## src/include/asl_pkg.sv

```systemverilog
// Package of timing constants and states for the byte-lane SRAM host controller
package asl_pkg;
  localparam int CLK_PERIOD_NS = 40;
  localparam int ADDR_W = 20;
  localparam int DATA_W = 16;
  // Device timing figures in ns
  localparam int T_RC_NS = 45;
  localparam int T_AA_NS = 45;
  localparam int T_DOE_NS = 22;
  localparam int T_HZOE_NS = 18;
  localparam int T_PWE_NS = 35;
  localparam int T_SD_NS = 25;
  localparam int T_HZWE_NS = 18;
  localparam int T_HD_NS = 0;
  localparam int T_LZWE_NS = 10;
  // Cycle counts, least times rounded up, at least one
  localparam int RD_CYC_I = (T_RC_NS + CLK_PERIOD_NS - 1) / CLK_PERIOD_NS;
  localparam int WR_CYC_A = (T_SD_NS + T_HZWE_NS + CLK_PERIOD_NS - 1) / CLK_PERIOD_NS;
  localparam int WR_CYC_B = (T_PWE_NS + CLK_PERIOD_NS - 1) / CLK_PERIOD_NS;
  localparam int WR_CYC_I = (WR_CYC_A > WR_CYC_B) ? WR_CYC_A : WR_CYC_B;
  localparam int TURN_CYC_I = (T_HZOE_NS + CLK_PERIOD_NS - 1) / CLK_PERIOD_NS;
  localparam int REC_CYC_I = (T_LZWE_NS + CLK_PERIOD_NS - 1) / CLK_PERIOD_NS;
  localparam logic [3:0] RD_CYC = 4'(RD_CYC_I < 1 ? 1 : RD_CYC_I);
  localparam logic [3:0] WR_CYC = 4'(WR_CYC_I < 1 ? 1 : WR_CYC_I);
  localparam logic [3:0] TURN_CYC = 4'(TURN_CYC_I < 1 ? 1 : TURN_CYC_I);
  localparam logic [3:0] REC_CYC = 4'(REC_CYC_I < 1 ? 1 : REC_CYC_I);
  localparam logic [1:0] LANES_NONE = 2'h3;
  typedef enum logic [2:0] {
    ASL_IDLE = 3'b000,
    ASL_RD = 3'b001,
    ASL_TURN = 3'b010,
    ASL_WR = 3'b011,
    ASL_REC = 3'b100
  } asl_state_t;
endpackage : asl_pkg

```

## src/design/asl_host.sv

```systemverilog
// Host controller driving an asynchronous 16-bit SRAM with byte-lane enables
`timescale 1ns/1ps
module asl_host
  import asl_pkg::*;
(
  input wire logic clk_sys,
  input wire logic reset,
  input wire logic req_valid,
  input wire logic req_write,
  input wire logic [ADDR_W-1:0] req_addr,
  input wire logic [DATA_W-1:0] req_wdata,
  input wire logic [1:0] req_lane_n,
  output logic req_ready,
  output logic rsp_valid,
  output logic [DATA_W-1:0] rsp_rdata,
  output logic [ADDR_W-1:0] sram_addr,
  output logic chip_select_low_active,
  output logic chip_select_high_active,
  output logic write_strobe_n,
  output logic output_gate_n,
  output logic upper_lane_enable_n,
  output logic lower_lane_enable_n,
  input wire logic [DATA_W-1:0] data_lines_in,
  output logic [DATA_W-1:0] data_lines_out,
  output logic [DATA_W-1:0] data_lines_oe_n
);
  typedef struct packed {
    asl_state_t st;
    logic [3:0] cnt;
    logic [ADDR_W-1:0] addr;
    logic [DATA_W-1:0] wdata;
    logic [1:0] lane_n;
    logic sel;
    logic we_n;
    logic oe_n;
    logic drive;
    logic rsp;
    logic [DATA_W-1:0] rdata;
  } asl_regs_t;

  asl_regs_t r_ff;
  asl_regs_t nxt_r;
  logic [DATA_W-1:0] din_sync;

  asl_sync2 #(.W(DATA_W)) u_sync
  (
    .clk_sys(clk_sys),
    .reset(reset),
    .d(data_lines_in),
    .q(din_sync)
  );

  always_comb
  begin
    nxt_r = r_ff;
    nxt_r.rsp = 1'b0;
    case (r_ff.st)
      ASL_IDLE:
      begin
        nxt_r.sel = 1'b0;
        nxt_r.we_n = 1'b1;
        nxt_r.oe_n = 1'b1;
        nxt_r.drive = 1'b0;
        nxt_r.lane_n = LANES_NONE;
        if (req_valid && req_lane_n != LANES_NONE)
        begin
          // Address, selects and lane enables launch together; a read's gate too, a write's strobe one cycle later
          nxt_r.addr = req_addr;
          nxt_r.wdata = req_wdata;
          nxt_r.lane_n = req_lane_n;
          nxt_r.sel = 1'b1;
          if (req_write)
          begin
            // Gate stays high so device never drives
            nxt_r.st = ASL_TURN;
            nxt_r.cnt = TURN_CYC;
          end
          else
          begin
            nxt_r.st = ASL_RD;
            nxt_r.oe_n = 1'b0;
            nxt_r.cnt = RD_CYC + 4'h2;
          end
        end
      end
      ASL_RD:
      begin
        // Strobe held high all read long
        nxt_r.we_n = 1'b1;
        nxt_r.cnt = r_ff.cnt - 4'h1;
        if (r_ff.cnt == 4'h1)
        begin
          nxt_r.rdata = din_sync;
          nxt_r.rsp = 1'b1;
          // Release selects and gate together, strobe high
          nxt_r.sel = 1'b0;
          nxt_r.oe_n = 1'b1;
          nxt_r.lane_n = LANES_NONE;
          nxt_r.st = ASL_REC;
          nxt_r.cnt = TURN_CYC;
        end
      end
      ASL_TURN:
      begin
        nxt_r.cnt = r_ff.cnt - 4'h1;
        if (r_ff.cnt == 4'h1)
        begin
          // Data driven only once bus is released
          nxt_r.drive = 1'b1;
          nxt_r.we_n = 1'b0;
          nxt_r.st = ASL_WR;
          nxt_r.cnt = WR_CYC;
        end
      end
      ASL_WR:
      begin
        nxt_r.cnt = r_ff.cnt - 4'h1;
        if (r_ff.cnt == 4'h1)
        begin
          // Strobe ends the write; data and selects held past it
          nxt_r.we_n = 1'b1;
          nxt_r.st = ASL_REC;
          nxt_r.cnt = REC_CYC;
        end
      end
      ASL_REC:
      begin
        nxt_r.cnt = r_ff.cnt - 4'h1;
        nxt_r.sel = 1'b0;
        nxt_r.lane_n = LANES_NONE;
        if (r_ff.cnt == REC_CYC)
        begin
          nxt_r.drive = 1'b0;
        end
        if (r_ff.cnt == 4'h1)
        begin
          nxt_r.st = ASL_IDLE;
        end
      end
      default:
      begin
        nxt_r.st = ASL_IDLE;
      end
    endcase
  end

  always_ff @(posedge clk_sys or posedge reset)
  begin
    if (reset)
    begin
      r_ff <= '{st: ASL_IDLE, cnt: 4'h0, addr: '0, wdata: '0, lane_n: LANES_NONE, sel: 1'b0,
               we_n: 1'b1, oe_n: 1'b1, drive: 1'b0, rsp: 1'b0, rdata: '0};
    end
    else
    begin
      r_ff <= nxt_r;
    end
  end

  assign req_ready = (r_ff.st == ASL_IDLE);
  assign rsp_valid = r_ff.rsp;
  assign rsp_rdata = r_ff.rdata;
  assign sram_addr = r_ff.addr;
  // All controls always driven to a level
  assign chip_select_low_active = ~r_ff.sel;
  assign chip_select_high_active = r_ff.sel;
  assign write_strobe_n = r_ff.we_n;
  assign output_gate_n = r_ff.oe_n;
  assign upper_lane_enable_n = r_ff.lane_n[1];
  assign lower_lane_enable_n = r_ff.lane_n[0];
  assign data_lines_out = r_ff.wdata;
  assign data_lines_oe_n = {DATA_W{~r_ff.drive}};
endmodule : asl_host

```

## src/design/asl_sync2.sv

```systemverilog
// Two-flop synchroniser for a bus of pin inputs
`timescale 1ns/1ps
module asl_sync2
#(
  parameter int W = 16
)
(
  input wire logic clk_sys,
  input wire logic reset,
  input wire logic [W-1:0] d,
  output logic [W-1:0] q
);
  typedef struct packed {
    logic [W-1:0] meta;
    logic [W-1:0] q;
  } asl_sync_t;

  asl_sync_t sync_ff;
  asl_sync_t nxt_sync;

  // Only the second stage reads the first
  always_comb
  begin
    nxt_sync.meta = d;
    nxt_sync.q = sync_ff.meta;
  end

  always_ff @(posedge clk_sys or posedge reset)
  begin
    if (reset)
    begin
      sync_ff <= '0;
    end
    else
    begin
      sync_ff <= nxt_sync;
    end
  end

  assign q = sync_ff.q;
endmodule : asl_sync2

```

## config.mk

```make
export PLATFORM = sky130hd
export DESIGN_NAME = asl_host
export DESIGN_NICKNAME = d
export VERILOG_FILES = /design/src/include/asl_pkg.sv /design/src/design/asl_host.sv /design/src/design/asl_sync2.sv
export SDC_FILE = /design/constraint.sdc
export NUM_CORES = 1
export LEC_CHECK = 0
export ABC_CLOCK_PERIOD_IN_PS = 6000
export BUFFER_PORTS_ARGS = -buffer_cell sky130_fd_sc_hd__buf_2
export CORE_MARGIN = 5
export CORE_UTILIZATION = 54
export DETAILED_ROUTE_END_ITERATION = 10
export PLACE_DENSITY = 0.83
export REMOVE_ABC_BUFFERS = 1
export SETUP_SLACK_MARGIN = 0.2
export SLEW_MARGIN = 20
export SYNTH_ARGS = -nofsm -noshare
export SYNTH_HDL_FRONTEND = slang
export SYNTH_SLANG_ARGS = --single-unit
```

## constraint.sdc

```tcl
create_clock -name clk_sys -period 6 [get_ports clk_sys]
set_clock_uncertainty 0.1 [all_clocks]
set_input_delay 0.6 -clock clk_sys [delete_from_list [all_inputs] [get_ports clk_sys]]
set_output_delay 0.6 -clock clk_sys [all_outputs]
set_load 0.03 [all_outputs]
```

### Word-level counts from Yosys, hierarchy flattened

Cells that the tools add are included.

* register bits after elaboration: 98
* input port bits: 58
* output and inout port bits: 76

* $add $sub $neg: 1
* eq/ne operators: 12
* muxes and demuxes: 18
* bitwise logic cells: 2
* reductions and logical operators: 17

Operator list (number)
* 46-bit two-way mux: 1
* 17-bit two-way mux: 2
* 4-bit case mux with 4 select lines: 1
* 7-bit two-way mux: 2
* 3-bit case mux with 4 select lines: 1
* 2-bit != test, second input constant: 5
* 2-bit AND reduction: 5
* 3-bit case mux with 3 select lines: 1
* 3-bit nonzero test: 3
* 3-bit by 2-bit equality test with 1-bit output, second input constant: 2
* 3-bit two-way mux: 2
* 6-bit two-way mux: 1
* 1-bit case mux with 3 select lines: 2
* 3-bit AND reduction: 2
* 4-bit by 1-bit equality test with 1-bit output, second input constant: 1
* 1-bit two-way mux: 4
* 2-bit by 1-bit != test with 1-bit output, second input constant: 2
* 4-bit AND reduction: 1
* 4-bit nonzero test: 1
* 2-bit OR reduction: 2
* 4-bit by 1-bit subtractor with 4-bit output, second input constant: 1
* 3-bit by 1-bit equality test with 1-bit output, second input constant: 1
* 3-bit equality test, second input constant: 1
* 3-bit logical NOT: 1
* 4 further kinds: 5

### Logic depth before layout (Yosys ltp)

* depth in word-level cells: 4
* mapped depth: 7
* depth with buffers taken out: 6

### Hierarchy

Synthesis repeated with hierarchy kept, for this count alone.

* cells, all modules: 298
* area, all modules: 4287.9 µm²

By module, submodules not included
* asl_host: times used 1, cells each 265, area an instance 3483.3 µm²
* asl_sync2: times used 1, cells each 33, area an instance 804.5 µm²

### Worst setup path before layout

Ideal clock, no wire load.

* path kind: register -> register
* start: register r_ff[60] in the netlist's numbering
* end: register r_ff, in the netlist rsp_rdata[10]
* library setup time: 0.125 ns
* data arrival time: 1.606 ns
* slack: 4.170 ns
* cell stages (with the launch flop): 8
* path buffers: 1
* period minus slack after synthesis: 1.830 ns
* cells stage by stage: dfrtp_1 > inv_1 > ha_1 > nor3b_4 > nand2_2 > nor3_4 > buf_6 > mux2_2

* cells in the longest elaborated chain, start to end: 2

RTL lines
* start, declared: RTL line asl_host.sv:41 `asl_regs_t r_ff;`
* start signal, assigned: RTL line asl_host.sv:151 `r_ff <= '{st: ASL_IDLE, cnt: 4'h0, addr: '0, wdata: '0, lane_n: LANES_NONE, sel: 1'b0,`
* start signal, assigned: RTL line asl_host.sv:156 `r_ff <= nxt_r;`
* 4-bit by 1-bit equality test with 1-bit output: RTL line asl_host.sv:91 `if (r_ff.cnt == 4'h1)`
* 2-bit AND reduction (no source line)

No other way between the ends.
A chain may end at the register's enable or synchronous reset.

### Worst setup path after layout

Same ends and word-level chain as after synthesis.

==> impl_metrics.yaml <==
floorplan:
  ios: 134
  fp.dieH_um: 97.19
  rows: 31
  die_w_um: 97.19
  die_area_um2: 9446
  coreArea_um2: 7331
  start_util_pct: 56.00
yosys:
  async_reset_ff_share_pct: 100.0
  syn_area_um2: 4105
  synthCells: 295
  ys.flop_type: "dfrtp_1"
  ys_seq_area_share_pct: 59.86
  yosysUniqueCellTypes: 44
  synth_edf_count: 0
  yosys_register_bits: 98
  syn_avg_cell_area_um2: 13.92
  ys_warn_count: 0
sta:
  drv_slew: 0
  maxSlewHeadroom_pct: 34.72
  rsz0062_at_grt: "no"
  hold_viol: 0
  worst_pin_slew_ns: 0.9761
  period_share_pct: 42.11
  setup_slack_ns: 3.474
  period_minus_slack_ns: 2.526
  fmax_mhz: 395.8
  finalSetupViolCount: 0
  finalSetupTns_ns: 0
pwr:
  vdd_drop_max_mv: 0.2622
  seqPwrFrac_pct: 41.0
  p_leak_nw: 2.313
  clockPowerShare_pct: 16.3
  switchingPower_mw: 1.080
  power_frac_comb_pct: 42.7
  p_total_mw: 2.496
  p_per_area_nw_per_um2: 552.3
  netSwitchingFraction_pct: 43.27
  p_int_mw: 1.416
layout:
  layout_common_cells: "buf_2 (133), dfrtp_1 (94), mux2_2 (50)"
  fin_cells: 466
  drive_gt1_share_pct: 58.58
  fin_area_um2: 4518
  nFillCells: 562
  layout_commonest_cell: "buf_2"
  fin_nets: 422
  syn2layout_area_growth_pct: 10.06
  antenna_cells: 0
cts:
  cts_resized: 0
  cts_root_buf: "clkbuf_8"
  clk_pin_slew_worst_paths_ns: 0.10
  clk_latency_ns: 0.35
  clk_path_buf_depth: 2
  cts.sink_count: 98
  cts_buffers: 9
  cts_tree: "yes"
  postCtsSetupBuffers: 0
  cts_hold_buf: 0
  ctsHtreeMaxLevel: 3
drt:
  dr_total_vias: 2349
  wl_per_cell_um: 15.57
  drtPass1Iterations: 5
  vias_per_cell: 5.041
  drt_iter0_drc: 75
  drc: 0
  ant_nets: 0
  finalWirelength_mm: 7.256
global_route:
  grt_max_degree: 81
  grt_pass1_vias: 2484
  grt_pass1_wl_mm: 12.16
  overflow: 0
  antenna_found_initial: 0
  grt_usage_pct: 15.85
setup_path:
  start_kind: "flip-flop"
  cp_max_fo: 21
  crit_family: "simple AND/OR/NAND/NOR gates"
  cp_slowest_stage_delay_ns: 0.77
  path_buf_inv: 1
  crit_required_ns: 6.14
  cp_slowest_cell: "nor3_4"
  path_class: "reg -> reg"
  path_cells: "inv_1, ha_1, nor3b_4, nand2_2, nor3_4, mux2_2"
  worst_setup_path_end_kind: "flip-flop"
  worstPathArrival_ns: 2.67
min_path:
  hp-class: "in -> async"
job:
  cap_violations: 0
placement:
  placed_area_um2: 4304
  hpwl_mm: 5.229
  placedCellCount: 449
  portBuffers: 133
  place_congestion: 0.8794
  dp_slack_ns: 3.458
outcome:
  status: "finished, final reports clean"
[registers in the layout, summed over array words and instances (netlist names)]
| name | count |
|---|---|
| sram_addr | 20 |
| data_lines_out | 16 |
| rsp_rdata | 16 |
| u_sync.nxt_sync | 16 |
| u_sync.q | 16 |
| r_ff | 8 |
| chip_select_high_active | 1 |
| lower_lane_enable_n | 1 |
| output_gate_n | 1 |
| rsp_valid | 1 |
| upper_lane_enable_n | 1 |
| write_strobe_n | 1 |
[layer usage]
layer / up-vias / GRT usage [%] / share of wire, %
met5: - / 0 / 0
met1: 1163 / 19.37 / 40
met2: 97 / 26.11 / 51
met4: 0 / 7.019 / 1.2
li1: 1080 / - / -
met3: 9 / 4.594 / 7.5
[cell usage after synthesis, types with 2 or more instances]
cell type	instances	share of area, %
a21oi_1	6	0.73
a221oi_1	2	0.43
a31oi_1	2	0.30
buf_2	3	0.37
buf_4	68	12
buf_6	6	1.6
clkbuf_1	2	0.18
dfrtp_1	94	57
dfstp_2	4	2.6
ha_1	2	0.61
inv_1	5	0.46
mux2_1	2	0.55
mux2_2	50	14
nand2_1	4	0.37
nand2_2	2	0.30
nand4b_1	2	0.43
nor2_1	6	0.55
nor3_4	2	0.79
o21ai_0	6	0.73
o21bai_1	2	0.37
o32a_1	2	0.49
[layout make-up]
cell class              count  area, um2  share of cell area [%]
clock buffers               9      123.9                   2.742
clock inverters             7      70.07                   1.551
inverters                   5      21.27                  0.4708
multi-input cells         113       1028                   22.76
flip-flops and latches     98       2457                   54.39
well taps                  99      123.9                   2.742
repair buffers            135      693.2                   15.34
[logic make-up after synthesis]
| kind of cell | after synthesis | share of synthesized area (%) |
|---|---|---|
| simple gates | 27 | 4.663 |
| buf+inv | 84 | 15.09 |
| mux | 52 | 14.26 |
| compound gates | 32 | 5.517 |
| flops | 98 | 59.86 |
| fa+ha+maj | 2 | 0.6095 |
[stage by stage]
step,utilization (%),hold WS (ns)
floorplan,-,0.2312
global placement,58.71,0.2317
detailed placement,58.71,0.2347
CTS,61.36,0.04803
global route,61.63,0.05272
finish,61.63,0.05592
[path summary, 6_finish.rpt]
path	startpoint	end	slack (ns)	cells after the start
min in group clk_sys	data_lines_in[11]	u_sync.nxt_sync[11]	0.24	1
worst min-delay path	reset	u_sync.nxt_sync[11]	0.06	2
worst min register to register	u_sync.nxt_sync[6]	u_sync.q[6]	0.25	0
worst max-delay path	r_ff[60]	rsp_rdata[10]	3.47	6
worst max register to register	r_ff[60]	rsp_rdata[10]	3.47	6
max in group asynchronous	reset	sram_addr[13]	4.74	4
[power by group through the flow]
stage               registers [mW]  logic (mW)  clock network, mW
finish                        1.02        1.07              0.407
global route                  1.05        1.14              0.451
CTS                           1.02        1.08              0.420
detailed placement            1.03        1.08                  0
global placement              1.02        1.05                  0
floorplan                     1.37       0.401                  0
(Power assumes the default switching activity.)
